## config.mk

```make
export PLATFORM = sky130hd
export DESIGN_NAME = counter_compare_output_irq
export DESIGN_NICKNAME = d
export VERILOG_FILES = /design/src/hdl/cmp_out_pkg.sv /design/src/hdl/pulse_filter.sv /design/src/hdl/counter_compare_output_irq.sv
export SDC_FILE = /design/constraint.sdc
export NUM_CORES = 1
export LEC_CHECK = 0
export BUFFER_PORTS_ARGS = -buffer_cell sky130_fd_sc_hd__buf_4
export CORE_MARGIN = 1
export CORE_UTILIZATION = 50
export DETAILED_ROUTE_END_ITERATION = 10
export PLACE_DENSITY = 0.8
export SYNTH_ARGS = -nofsm -noshare
export SYNTH_HDL_FRONTEND = slang
export SYNTH_SLANG_ARGS = --single-unit
```

## constraint.sdc

```tcl
create_clock -name core_clk_i -period 6.18 [get_ports core_clk_i]
set_input_delay 1.545 -clock core_clk_i [delete_from_list [all_inputs] [get_ports core_clk_i]]
set_output_delay 1.545 -clock core_clk_i [all_outputs]
set_load 0.03 [all_outputs]
```

## src/hdl/cmp_out_pkg.sv

```systemverilog
package cmp_out_pkg;

  localparam int unsigned CLK_PERIOD_NS = 8;

  // output characteristic encodings
  localparam logic [1:0] OUT_NONE  = 2'h0;
  localparam logic [1:0] OUT_GE    = 2'h1;
  localparam logic [1:0] OUT_LE    = 2'h2;
  localparam logic [1:0] OUT_PULSE = 2'h3;

  // main counting direction encodings
  localparam logic [1:0] DIR_NONE = 2'h0;
  localparam logic [1:0] DIR_UP   = 2'h1;
  localparam logic [1:0] DIR_DOWN = 2'h2;

  // maximum frequency selections
  localparam logic [2:0] FSEL_1K  = 3'h0;
  localparam logic [2:0] FSEL_2K  = 3'h1;
  localparam logic [2:0] FSEL_5K  = 3'h2;
  localparam logic [2:0] FSEL_10K = 3'h3;
  localparam logic [2:0] FSEL_30K = 3'h4;
  localparam logic [2:0] FSEL_60K = 3'h5;

  // interrupt cause bit positions
  localparam int unsigned IRQ_GOPEN  = 0;
  localparam int unsigned IRQ_GCLOSE = 1;
  localparam int unsigned IRQ_CMP    = 2;
  localparam int unsigned IRQ_OVF    = 3;
  localparam int unsigned IRQ_UNF    = 4;
  localparam int unsigned IRQ_W      = 5;

  // reset values
  localparam logic [1:0]       MODE_RST     = OUT_NONE;
  localparam logic [1:0]       MDIR_RST     = DIR_NONE;
  localparam logic [7:0]       PLEN_RST     = 8'h00;
  localparam logic [IRQ_W-1:0] IRQ_EN_RST   = 5'h00;
  localparam logic [2:0]       FSEL_CNT_RST = FSEL_60K;
  localparam logic [2:0]       FSEL_LAT_RST = FSEL_10K;

  // shortest permissible pulse per setting, in ns
  localparam int unsigned T_MIN_1K_NS  = 400000;
  localparam int unsigned T_MIN_2K_NS  = 200000;
  localparam int unsigned T_MIN_5K_NS  = 80000;
  localparam int unsigned T_MIN_10K_NS = 40000;
  localparam int unsigned T_MIN_30K_NS = 13000;
  localparam int unsigned T_MIN_60K_NS = 6700;

  // least times, rounded up to whole cycles
  localparam int unsigned MIN_1K_CYC =
    (T_MIN_1K_NS + CLK_PERIOD_NS - 1) / CLK_PERIOD_NS;
  localparam int unsigned MIN_2K_CYC =
    (T_MIN_2K_NS + CLK_PERIOD_NS - 1) / CLK_PERIOD_NS;
  localparam int unsigned MIN_5K_CYC =
    (T_MIN_5K_NS + CLK_PERIOD_NS - 1) / CLK_PERIOD_NS;
  localparam int unsigned MIN_10K_CYC =
    (T_MIN_10K_NS + CLK_PERIOD_NS - 1) / CLK_PERIOD_NS;
  localparam int unsigned MIN_30K_CYC =
    (T_MIN_30K_NS + CLK_PERIOD_NS - 1) / CLK_PERIOD_NS;
  localparam int unsigned MIN_60K_CYC =
    (T_MIN_60K_NS + CLK_PERIOD_NS - 1) / CLK_PERIOD_NS;

  // pulse length step
  localparam int unsigned PULSE_STEP_NS = 2000000;
  localparam int unsigned PULSE_STEP_CYC = PULSE_STEP_NS / CLK_PERIOD_NS;

endpackage : cmp_out_pkg

```

## src/hdl/pulse_filter.sv

```systemverilog
module pulse_filter (
  input  wire logic        core_clk_i,
  input  wire logic        rst_i,
  input  wire logic        pin_i,
  input  wire logic [15:0] min_cyc_i,
  output logic             level_o
);

  logic        sync1_q;
  logic        sync2_q;
  logic        level_q;
  logic [15:0] run_q;
  logic [15:0] run_d;
  logic        flip_w;

  // a change is taken only once it has stood for the minimum time
  assign flip_w = (sync2_q != level_q) && ((run_q + 16'h0001) >= min_cyc_i);
  assign run_d  = (sync2_q == level_q || flip_w) ? 16'h0000
                                                 : run_q + 16'h0001;
  assign level_o = level_q;

  always_ff @(posedge core_clk_i or posedge rst_i) begin
    if (rst_i) begin
      sync1_q <= 1'b0;
      sync2_q <= 1'b0;
      level_q <= 1'b0;
      run_q   <= 16'h0000;
    end else begin
      sync1_q <= pin_i;
      sync2_q <= sync1_q;
      run_q   <= run_d;
      if (flip_w) begin
        level_q <= sync2_q;
      end
    end
  end

endmodule : pulse_filter

```

## src/hdl/counter_compare_output_irq.sv

```systemverilog
module counter_compare_output_irq
  import cmp_out_pkg::*;
#(
  parameter int unsigned FILT_1K_CYC  = MIN_1K_CYC,
  parameter int unsigned FILT_2K_CYC  = MIN_2K_CYC,
  parameter int unsigned FILT_5K_CYC  = MIN_5K_CYC,
  parameter int unsigned FILT_10K_CYC = MIN_10K_CYC,
  parameter int unsigned TICK_CYC     = PULSE_STEP_CYC
) (
  input  wire logic             core_clk_i,
  input  wire logic             rst_i,
  // counting core, same clock
  input  wire logic [31:0]      count_value_i,
  input  wire logic             count_step_i,
  input  wire logic             count_dir_up_i,
  input  wire logic             overflow_evt_i,
  input  wire logic             underflow_evt_i,
  input  wire logic [31:0]      compare_value_i,
  // configuration
  input  wire logic [1:0]       out_mode_i,
  input  wire logic [1:0]       main_dir_i,
  input  wire logic [7:0]       pulse_len_i,
  input  wire logic             plain_out_i,
  input  wire logic [IRQ_W-1:0] irq_en_i,
  input  wire logic [2:0]       fsel_count_i,
  input  wire logic [2:0]       fsel_latch_i,
  input  wire logic             software_gate_control_i,
  // pins
  input  wire logic             track_a_i,
  input  wire logic             track_b_i,
  input  wire logic             hardware_gate_input_i,
  input  wire logic             latch_i,
  // results
  output logic                  channel_out_o,
  output logic                  compare_status_flag_o,
  output logic                  hw_irq_o,
  output logic [IRQ_W-1:0]      irq_cause_o,
  output logic                  track_a_filt_o,
  output logic                  track_b_filt_o,
  output logic                  gate_filt_o,
  output logic                  latch_filt_o
);

  typedef enum logic [1:0] {ST_IDLE, ST_TIMED, ST_HOLD} pulse_st_t;

  //////////////////////////////////////////////////////////////////////////
  // configuration, held with defined reset values

  logic [1:0]       mode_q;
  logic [1:0]       mdir_q;
  logic [7:0]       plen_q;
  logic             plain_q;
  logic [IRQ_W-1:0] irq_en_q;
  logic [2:0]       fsel_cnt_q;
  logic [2:0]       fsel_lat_q;
  logic             swg_q;

  always_ff @(posedge core_clk_i or posedge rst_i) begin
    if (rst_i) begin
      mode_q     <= MODE_RST;
      mdir_q     <= MDIR_RST;
      plen_q     <= PLEN_RST;
      plain_q    <= 1'b0;
      irq_en_q   <= IRQ_EN_RST;
      fsel_cnt_q <= FSEL_CNT_RST;
      fsel_lat_q <= FSEL_LAT_RST;
      swg_q      <= 1'b0;
    end else begin
      mode_q     <= out_mode_i;
      mdir_q     <= main_dir_i;
      plen_q     <= pulse_len_i;
      plain_q    <= plain_out_i;
      irq_en_q   <= irq_en_i;
      fsel_cnt_q <= fsel_count_i;
      fsel_lat_q <= fsel_latch_i;
      swg_q      <= software_gate_control_i;
    end
  end

  //////////////////////////////////////////////////////////////////////////
  // input filtering; unknown selections fall back to the fastest setting

  logic [15:0] min_cnt_w;
  logic [15:0] min_lat_w;

  function automatic logic [15:0] min_for(input logic [2:0] sel);
    logic [15:0] r;
    r = 16'(MIN_60K_CYC);
    case (sel)
      FSEL_1K:  r = 16'(FILT_1K_CYC);
      FSEL_2K:  r = 16'(FILT_2K_CYC);
      FSEL_5K:  r = 16'(FILT_5K_CYC);
      FSEL_10K: r = 16'(FILT_10K_CYC);
      FSEL_30K: r = 16'(MIN_30K_CYC);
      default:  r = 16'(MIN_60K_CYC);
    endcase
    return r;
  endfunction : min_for

  assign min_cnt_w = min_for(fsel_cnt_q);
  assign min_lat_w = min_for(fsel_lat_q);

  logic ta_w;
  logic tb_w;
  logic gt_w;
  logic lt_w;
  pulse_filter u_filt_a (
    .core_clk_i (core_clk_i),
    .rst_i      (rst_i),
    .pin_i      (track_a_i),
    .min_cyc_i  (min_cnt_w),
    .level_o    (ta_w)
  );
  pulse_filter u_filt_b (
    .core_clk_i (core_clk_i),
    .rst_i      (rst_i),
    .pin_i      (track_b_i),
    .min_cyc_i  (min_cnt_w),
    .level_o    (tb_w)
  );
  pulse_filter u_filt_g (
    .core_clk_i (core_clk_i),
    .rst_i      (rst_i),
    .pin_i      (hardware_gate_input_i),
    .min_cyc_i  (min_cnt_w),
    .level_o    (gt_w)
  );
  pulse_filter u_filt_l (
    .core_clk_i (core_clk_i),
    .rst_i      (rst_i),
    .pin_i      (latch_i),
    .min_cyc_i  (min_lat_w),
    .level_o    (lt_w)
  );

  //////////////////////////////////////////////////////////////////////////
  // comparison

  logic ge_w;
  logic le_w;
  logic eq_w;
  logic dir_ok_w;
  logic reach_w;

  assign ge_w = $signed(count_value_i) >= $signed(compare_value_i);
  assign le_w = $signed(count_value_i) <= $signed(compare_value_i);
  assign eq_w = count_value_i == compare_value_i;
  assign dir_ok_w = (mdir_q == DIR_UP)   ? count_dir_up_i :
                    (mdir_q == DIR_DOWN) ? !count_dir_up_i : 1'b1;
  // reaching means a counting step in the main direction that lands on the value
  assign reach_w = count_step_i && eq_w && dir_ok_w;

  //////////////////////////////////////////////////////////////////////////
  // pulse sequencer

  pulse_st_t   st_q;
  pulse_st_t   st_d;
  logic [17:0] tick_q;
  logic [17:0] tick_d;
  logic [7:0]  left_q;
  logic [7:0]  left_d;
  logic        start_w;
  logic        tick_w;

  assign start_w = (mode_q == OUT_PULSE) && (st_q == ST_IDLE) && reach_w;
  assign tick_w  = (tick_q == 18'(TICK_CYC - 1));

  always_comb begin
    st_d   = st_q;
    tick_d = tick_w ? 18'h00000 : tick_q + 18'h00001;
    left_d = left_q;
    case (st_q)
      ST_IDLE: begin
        if (start_w) begin
          // prescaler restarts with the output, so no phase error
          tick_d = 18'h00000;
          left_d = plen_q;
          st_d   = (plen_q == 8'h00) ? ST_HOLD : ST_TIMED;
        end
      end
      ST_TIMED: begin
        // further reaches are ignored here
        if (tick_w) begin
          left_d = left_q - 8'h01;
          if (left_q == 8'h01) begin
            st_d = ST_IDLE;
          end
        end
      end
      ST_HOLD: begin
        if (!eq_w) begin
          st_d = ST_IDLE;
        end
      end
      default: st_d = ST_IDLE;
    endcase
    if (mode_q != OUT_PULSE) begin
      st_d = ST_IDLE;
    end
  end

  always_ff @(posedge core_clk_i or posedge rst_i) begin
    if (rst_i) begin
      st_q   <= ST_IDLE;
      tick_q <= 18'h00000;
      left_q <= 8'h00;
    end else begin
      st_q   <= st_d;
      tick_q <= tick_d;
      left_q <= left_d;
    end
  end

  //////////////////////////////////////////////////////////////////////////
  // output and compare status

  logic out_d;
  logic out_q;
  logic flag_d;
  logic flag_q;
  logic cond_w;
  logic cmp_trig_w;

  assign cond_w = (mode_q == OUT_GE) ? ge_w :
                  (mode_q == OUT_LE) ? le_w : 1'b0;
  assign out_d  = (mode_q == OUT_NONE)  ? plain_q :
                  (mode_q == OUT_PULSE) ? (st_d != ST_IDLE) : cond_w;
  assign flag_d = (mode_q == OUT_NONE) ? 1'b0 : out_d;
  // comparator triggers on the rise of its own condition
  assign cmp_trig_w = start_w || (cond_w && !flag_q);

  always_ff @(posedge core_clk_i or posedge rst_i) begin
    if (rst_i) begin
      out_q  <= 1'b0;
      flag_q <= 1'b0;
    end else begin
      out_q  <= out_d;
      flag_q <= flag_d;
    end
  end

  //////////////////////////////////////////////////////////////////////////
  // hardware interrupts; this stage serves the gated channel

  logic             gt_prev_q;
  logic             g_rise_w;
  logic             g_fall_w;
  logic [IRQ_W-1:0] cause_d;
  logic [IRQ_W-1:0] cause_q;
  logic             irq_q;

  assign g_rise_w = gt_w && !gt_prev_q && swg_q;
  assign g_fall_w = !gt_w && gt_prev_q && swg_q;

  always_comb begin
    cause_d = '0;
    cause_d[IRQ_GOPEN]  = irq_en_q[IRQ_GOPEN] && g_rise_w;
    cause_d[IRQ_GCLOSE] = irq_en_q[IRQ_GCLOSE] && g_fall_w;
    cause_d[IRQ_CMP]    = irq_en_q[IRQ_CMP] && cmp_trig_w;
    cause_d[IRQ_OVF]    = irq_en_q[IRQ_OVF] && overflow_evt_i;
    cause_d[IRQ_UNF]    = irq_en_q[IRQ_UNF] && underflow_evt_i;
  end

  always_ff @(posedge core_clk_i or posedge rst_i) begin
    if (rst_i) begin
      gt_prev_q <= 1'b0;
      cause_q   <= '0;
      irq_q     <= 1'b0;
    end else begin
      gt_prev_q <= gt_w;
      cause_q   <= cause_d;
      irq_q     <= |cause_d;
    end
  end

  assign channel_out_o         = out_q;
  assign compare_status_flag_o = flag_q;
  assign hw_irq_o              = irq_q;
  assign irq_cause_o           = cause_q;
  assign track_a_filt_o        = ta_w;
  assign track_b_filt_o        = tb_w;
  assign gate_filt_o           = gt_w;
  assign latch_filt_o          = lt_w;

  //////////////////////////////////////////////////////////////////////////
  // checks

  AST_NONE_PLAIN: assert property (
    @(posedge core_clk_i) disable iff (rst_i)
    (mode_q == OUT_NONE) |=> (!flag_q && out_q == $past(plain_q)))
    else $error("no-comparison output wrong");

  AST_CMP_LEVEL: assert property (
    @(posedge core_clk_i) disable iff (rst_i)
    ((mode_q == OUT_GE && ge_w) || (mode_q == OUT_LE && le_w))
      |=> (out_q && flag_q))
    else $error("comparator output not set");

  AST_PULSE_START: assert property (
    @(posedge core_clk_i) disable iff (rst_i)
    (start_w && plen_q != 8'h00) |=> (out_q && st_q == ST_TIMED))
    else $error("pulse not started on reach");

  AST_WRONG_DIR: assert property (
    @(posedge core_clk_i) disable iff (rst_i)
    (mode_q == OUT_PULSE && st_q == ST_IDLE && mdir_q == DIR_UP
      && count_step_i && !count_dir_up_i) |=> (st_q == ST_IDLE))
    else $error("pulse started against main direction");

  AST_TIMING_ALIGN: assert property (
    @(posedge core_clk_i) disable iff (rst_i)
    $rose(out_q) && st_q == ST_TIMED |-> (tick_q == 18'h00000))
    else $error("pulse timer not aligned to output");

  AST_NO_RETRIGGER: assert property (
    @(posedge core_clk_i) disable iff (rst_i)
    (st_q == ST_TIMED && reach_w && !tick_w) |=> $stable(left_q))
    else $error("running pulse retriggered");

  AST_LEN_FROZEN: assert property (
    @(posedge core_clk_i) disable iff (rst_i)
    (st_q == ST_TIMED && !tick_w && mode_q == OUT_PULSE)
      |=> (left_q == $past(left_q)))
    else $error("pulse length changed in flight");

  AST_HOLD_RELEASE: assert property (
    @(posedge core_clk_i) disable iff (rst_i)
    (st_q == ST_HOLD && !eq_w) |=> !out_q)
    else $error("zero-length pulse not released");

  AST_GATE_RISE: assert property (
    @(posedge core_clk_i) disable iff (rst_i)
    (irq_en_q[IRQ_GOPEN] && swg_q && $rose(gt_w))
      |=> (hw_irq_o && irq_cause_o[IRQ_GOPEN]))
    else $error("gate opening interrupt missing");

  AST_OVF_IRQ: assert property (
    @(posedge core_clk_i) disable iff (rst_i)
    (irq_en_q[IRQ_OVF] && overflow_evt_i) |=> irq_cause_o[IRQ_OVF])
    else $error("overflow interrupt missing");

  AST_IRQ_OFF: assert property (
    @(posedge core_clk_i) disable iff (rst_i)
    (irq_en_q == '0) |=> !hw_irq_o)
    else $error("interrupt while all disabled");

endmodule : counter_compare_output_irq

```

# Yosys cells after proc, flatten, opt, wreduce, memory -nomap -nowiden
# Index checks and enable logic that the tools add are counted.
[classes] addsub=6 order_cmp=6 eq_ne=29 mux=26 reduce_logical=36
[op_table] operator="16-bit case mux with 5 select lines" n=2
[op_table] operator="16-bit by 1-bit adder with 16-bit output (second input constant)" n=4
[op_table] operator="16-bit >= comparator" n=4
[op_table] operator="16-bit two-way mux" n=4
[op_table] operator="18-bit two-way mux" n=3
[op_table] operator="32-bit == test" n=1
[op_table] operator="32-bit >= comparator" n=1
[op_table] operator="32-bit less-or-equal comparator" n=1
[op_table] operator="18-bit by 1-bit adder with 18-bit output (second input constant)" n=1
[op_table] operator="18-bit == test (second input constant)" n=1
[op_table] operator="1-bit logical AND" n=18
[op_table] operator="8-bit two-way mux" n=2
[op_table] operator="8-bit case mux with 2 select lines" n=1
[op_table] operator="3-bit by 2-bit == test with 1-bit output (second input constant)" n=4
[op_table] operator="2-bit two-way mux" n=6
[op_table] operator="2-bit == test (second input constant)" n=4
[op_table] operator="8-bit by 1-bit == test with 1-bit output (second input constant)" n=1
[op_table] operator="8-bit logical NOT" n=1
[op_table] operator="8-bit by 1-bit subtractor with 8-bit output (second input constant)" n=1
[op_table] operator="1-bit two-way mux" n=7
[op_table] operator="2-bit by 1-bit == test with 1-bit output (second input constant)" n=3
[op_table] operator="3-bit by 1-bit == test with 1-bit output (second input constant)" n=2
[op_table] operator="3-bit == test (second input constant)" n=2
[op_table] operator="3-bit logical NOT" n=2
[op_table] operator="other kinds (10)" n=27
[word_totals] reg_bits=138 input_bits=99 out_inout_bits=12 elab_cells=135

# Depth between registers and ports, before layout
[depth] ltp_word=12 ltp_mapped=15 ltp_nobuf=13

# By module
# A second synthesis with hierarchy kept.
[hier_totals] cells_unflattened=925 hier_area_um2=9043.7
[modules_own_cells] module="pulse_filter" n_inst=4 cells_per_inst=133 area_per_inst_um2=1342.5
[modules_own_cells] module="counter_compare_output_irq" n_inst=1 cells_per_inst=393 area_per_inst_um2=3673.5

# Worst setup path before layout
# OpenSTA, ideal clock, no wires.
[synth_timing] path_kind="in2reg" from="input port compare_value_i[14]" to="register irq_q (netlist: hw_irq_o)" setup_time_ns=0.130 t_arrival_ns=3.376 required_ns=6.050 path_slack_ns=2.673 cell_stages=9 n_path_buf=0 path_cell_list="inv_1 ha_1 a21oi_1 nand2_1 a21o_1 o41a_1 nor4_4 mux2i_1 o211ai_2"
[synth_between] elab_chain_len=7 word_cells_on_any_way=12
[synth_rtl] item="start: declaration" line_no="counter_compare_output_irq.sv:18" rtl="input wire logic [31:0] compare_value_i,"
[synth_rtl] item="32-bit less-or-equal comparator / 32-bit == test (equally long branches)" line_no="counter_compare_output_irq.sv:146, counter_compare_output_irq.sv:147"
[synth_rtl] item="1-bit two-way mux / 1-bit logical AND (equally long branches)" line_no="counter_compare_output_irq.sv:225, counter_compare_output_irq.sv:151"
[synth_rtl] item="1-bit two-way mux / 1-bit logical AND (equally long branches)" line_no="counter_compare_output_irq.sv:224, counter_compare_output_irq.sv:151"
[synth_rtl] item="1-bit logical AND (on tied branches)" line_no="counter_compare_output_irq.sv:230, counter_compare_output_irq.sv:165"
[synth_rtl] item="1-bit logical OR (*)" line_no="counter_compare_output_irq.sv:230" rtl="assign cmp_trig_w = start_w || (cond_w && !flag_q);"
[synth_rtl] item="1-bit logical AND (*)" line_no="counter_compare_output_irq.sv:259" rtl="cause_d[IRQ_CMP] = irq_en_q[IRQ_CMP] && cmp_trig_w;"
[synth_rtl] item="5-bit OR reduction (*)" line_no="counter_compare_output_irq.sv:272" rtl="irq_q <= |cause_d;"
[synth_rtl] item="end signal: assignment" line_no="counter_compare_output_irq.sv:272"
[synth_rtl] item="end: declaration" line_no="counter_compare_output_irq.sv:250" rtl="logic irq_q;"
# Mark *: on every way between the ends. The rest lies on a longest branch, timed or not.
# A chain may end at the register's enable or synchronous reset.

# Worst setup path after layout
[layout_timing] from="register u_filt_l.run_q[0]" to="register u_filt_l.run_q[1]"
[layout_between] elab_chain_len=5
[layout_rtl] item="start: declaration" line_no="pulse_filter.sv:12" rtl="logic [15:0] run_q;"
[layout_rtl] item="start signal: assignment" line_no="pulse_filter.sv:31" rtl="run_q <= run_d;"
[layout_rtl] item="16-bit by 1-bit adder with 16-bit output (*)" line_no="pulse_filter.sv:17, pulse_filter.sv:19"
[layout_rtl] item="16-bit >= comparator" line_no="pulse_filter.sv:17" rtl="assign flip_w = (sync2_q != level_q) && ((run_q + 16'h0001) >= min_cyc_i);"
[layout_rtl] item="1-bit logical AND" line_no="pulse_filter.sv:17"
[layout_rtl] item="1-bit logical OR" line_no="pulse_filter.sv:18" rtl="assign run_d = (sync2_q == level_q || flip_w) ? 16'h0000"
[layout_rtl] item="16-bit two-way mux (*)" line_no="pulse_filter.sv:18"
[layout_rtl] item="net u_filt_l.run_d[1]" line_no="pulse_filter.sv:13" rtl="logic [15:0] run_d;"
# Mark *: on every way through the listed nets, which the timed path passes. The rest lies on a longest branch.

==> summary.txt <==
Setup path
  • Worst EP arrival: approximately 3800 ps
  • Kind of critical path: reg2reg
  • Worst path required time: 6490 ps
  • Cell mode on critical path: ha_1
  • FF-to-FF setup slack: about 2700 ps
  • Reg2reg end: u_filt_l.run_q[1]$_DFF_PP0_
  • Worst R2R Path Depth: 11
  • Reg2Reg Launch Point: u_filt_l.run_q[0]$_DFF_PP0_
  • Worst Setup End Kind: register
  • CP max stage delay: roughly 610 ps
  • Crit-path max FO: 16
  • Worst setup SP type: register
  • CP max stage cell: nor4_1
  • Worst-path cell chain: ha_1 -> nand2_1 -> nor4_1 -> nand3_1 -> xnor2_1 -> ha_1 -> and3_1 -> and2_1 -> a41oi_1 -> a31oi_4 -> nor4b_1

Place
  • Port-buffer cells: between 100 and 150
  • Gpl congestion: ~0.85
  • DP Wirelength: between 10 and 15 mm
  • Cell Area, Placed: between 9000 and 10000 um^2

STA
  • Setup TNS: 0 ps
  • Slew of the pin with the lowest slew margin: about 950 ps
  • Final Hold Slack: between 300 and 400 ps
  • Unrepaired setup endpoints after global routing: no
  • Final Critical Period: ~3500 ps
  • Fmax: about 290 MHz
  • Tcrit/Tclk final: 56.6%
  • Slew headroom: ~36%
  • Clock Skews: roughly 6.5 ps
  • Final Max Tran Viols: 0
  • Final hold vios: 0
  • Endpoints failing setup: 0

Clock network
  • Post-CTS setup buffer count: 0
  • CTS Root Cell: clkbuf_16
  • TritonCTS clock tree: built
  • CTS buffer count: 17
  • # resized after CTS: 0
  • H-Tree Depth: 4
  • Clk_lat worst skew: ~430 ps
  • Clock slew at reported path FFs: ~50 ps
  • Hold Buf Count CTS: 0
  • Maximum buffer depth of the clock tree: 2
  • Clock sink total: between 100 and 150

Route
  • First-pass DRT Iterations: 5
  • Number of DRC violations after detailed-routing iteration 0: approximately 350
  • DRT Wirelength: 17.7 mm
  • Wire per inst: around 15 um
  • Via count: roughly 6700
  • Detail Route Antenna Nets: 0
  • DRC violations left: 0
  • Via/cell ratio: ~5.5

Hold path
  • Hold path start: u_filt_l.sync1_q$_DFF_PP0_
  • Worst hold path class: reg2reg
  • Hold Path Depth: 0
  • Hold endpoint: u_filt_l.sync2_q$_DFF_PP0_

Layout
  • Most frequent cells in the layout: 134 x dfrtp_1, 111 x buf_4, 99 x ha_1
  • Commonest non-fill, non-tap cell in the layout: dfrtp_1
  • Ant. Diodes: 0
  • Final core utilization: between 60% and 70%
  • Nets@finish: between 1000 and 1500
  • Design area: 10100 um^2
  • Fraction of layout cells with a size suffix above 1: 16.3%
  • Synthesis-to-finish area growth: 19.2%

Floorplanning
  • Die H: approximately 130 um
  • Core area: 16600 um^2
  • Initial Util: between 50% and 60%
  • Num rows: 47
  • Chip width: between 100 and 150 um
  • # IOs: 111
  • DIE AREA: between 15000 and 20000 um^2

Job
  • Max Cap Viol: 0

Pwr
  • Pint: 0.00178 W
  • Leakage: 5.17 nW
  • Clk pwr share: a little over two fifths
  • Power density cells: 235 nW/um^2
  • Sequential share of power: about two fifths
  • Max VDD drop: 0.207 mV
  • Net Sw Power: ~0.00060 W
  • Combinational fraction of design power: between 10% and 20%
  • Sw Ratio: 25.3%

GRT
  • Initial antenna violation count: 0
  • Number of global-route vias before repair: between 6000 and 7000
  • All-Layer GR Usage: a little over a fifth
  • Grt total ovfl: 0
  • Largest net degree at the start of global routing: 94
  • First-pass GRT wire length: slightly above 30 mm

Logic synthesis
  • Top FF cell, synth: dfrtp_1
  • Syn nets: about 1100
  • Netlist Area Pre-Place: approximately 8500 um^2
  • Async set-reset flop share out of synthesis: between 90% and 100%
  • Flops & latches, synth: 138
  • Register area share after synthesis: around 41%
  • Syn Inst Count: between 800 and 900
  • Yosys warnings: 0
  • Number of synthesized flops with an enable pin: 0
  • Synth cell types: approximately 60
  • Avg Inst Size Synth: about 10 um^2

Outcome
  • Status: finished clean
[kinds of logic (layout without fill, tap and decap cells)]
group	count (synthesis)	count (layout)	synth area share, %
mux	3	3	0.369
simple gates	336	336	21.3
buf+inv	67	193	3.07
xor+xnor	79	79	8.16
fa+ha+maj	99	99	14.6
flops	138	138	40.8
compound gates	145	145	11.7
[state kept, by name, indices dropped and copies added (netlist names), 2 cells and up]
name,count
plen_q,8
irq_cause_o,5
fsel_lat_q,3
fsel_cnt_q,3
mdir_q,2
tick_q,18
u_filt_a.run_q,16
u_filt_l.run_q,16
left_q,8
u_filt_g.run_q,16
mode_q,2
irq_en_q,5
st_q,2
u_filt_b.run_q,16
[worst max-delay path: cells and delay by family, from the launching register on]
| kind | cells | cell delay [ps] |
|---|---|---|
| compound gates | 2 | 560 |
| fa+ha+maj | 2 | 520 |
| flops | 1 | 440 |
| simple gates | 6 | 1590 |
| xor+xnor | 1 | 280 |
[metal layers]
| layer | wire [um] | global-route usage, % | vias to the layer above |
|---|---|---|---|
| li1 | - | - | 3292 |
| met1 | 7710 | 25.5 | 3182 |
| met2 | 8770 | 38.0 | 162 |
| met3 | 804 | 4.19 | 32 |
| met4 | 373 | 9.20 | 0 |
| met5 | 0 | 0 | - |
[final cells by class]
class,instances,area [um^2]
clock buffers,24,472
clock inverters,8,118
fillers,1383,6470
inverters,50,193
multi-input cells,662,4760
flip-flops and latches,138,3460
well taps,220,275
repair buffers,111,833
[metrics by stage]
step           power, W  setup WS, ps  std cells
6_report        0.00238          2680       1213
5_1_grt         0.00248          2450       1213
4_1_cts         0.00240          2710       1213
3_5_place_dp    0.00137          2360       1181
3_3_place_gp    0.00136          2450       1181
2_1_floorplan   0.00124           945        867
[how the worst max path moves through the flow]
| stage | startpoint | end | slack (ps) | depth (start not counted) |
|---|---|---|---|---|
| 6_report | u_filt_l.run_q[0]$_DFF_PP0_ | u_filt_l.run_q[1]$_DFF_PP0_ | 2680 | 11 |
| 5_1_grt | u_filt_g.run_q[3]$_DFF_PP0_ | u_filt_g.run_q[14]$_DFF_PP0_ | 2450 | 12 |
| 4_1_cts | u_filt_l.run_q[0]$_DFF_PP0_ | u_filt_l.run_q[1]$_DFF_PP0_ | 2710 | 11 |
| 3_5_place_dp | count_value_i[23] | left_q[6]$_DFFE_PP0P_ | 2360 | 9 |
| 3_3_place_gp | count_value_i[22] | left_q[6]$_DFFE_PP0P_ | 2450 | 9 |
| 2_1_floorplan | rst_i | channel_out_o$_DFF_PP0_ | 950 | 1 |
[synthesized netlist by cell type (5+ instances only)]
master / count / area share [%]
xor2_1: 35 / 3.6
xnor2_1: 44 / 4.5
o21ai_0: 18 / 1.1
nor3_1: 11 / 0.65
and2_1: 12 / 0.89
and3_1: 26 / 1.9
nor2_1: 70 / 3.1
a21boi_0: 29 / 2.6
and4_1: 8 / 0.83
nor2b_1: 21 / 1.5
nand4_1: 21 / 1.5
dfrtp_1: 134 / 40
a21o_1: 30 / 2.7
nand2b_1: 15 / 1.1
a21oi_1: 37 / 2.2
nor4_2: 5 / 0.74
or3_1: 7 / 0.52
inv_1: 50 / 2.2
ha_1: 99 / 15
nand2_1: 66 / 2.9
clkbuf_1: 12 / 0.53
nand3_1: 49 / 2.9
[power groups by stage]
| stage | combinational [W] | sequential [W] | clock [W] |
|---|---|---|---|
| after floorplan | 0.000241 | 0.000999 | 0 |
| after global placement | 0.000361 | 0.000997 | 0 |
| after detailed placement | 0.000372 | 0.000999 | 0 |
| after CTS | 0.000375 | 0.000984 | 0.00104 |
| after global routing | 0.000418 | 0.000990 | 0.00107 |
| final | 0.000372 | 0.000984 | 0.00102 |
Note: power is estimated with default switching activity, not from simulation.
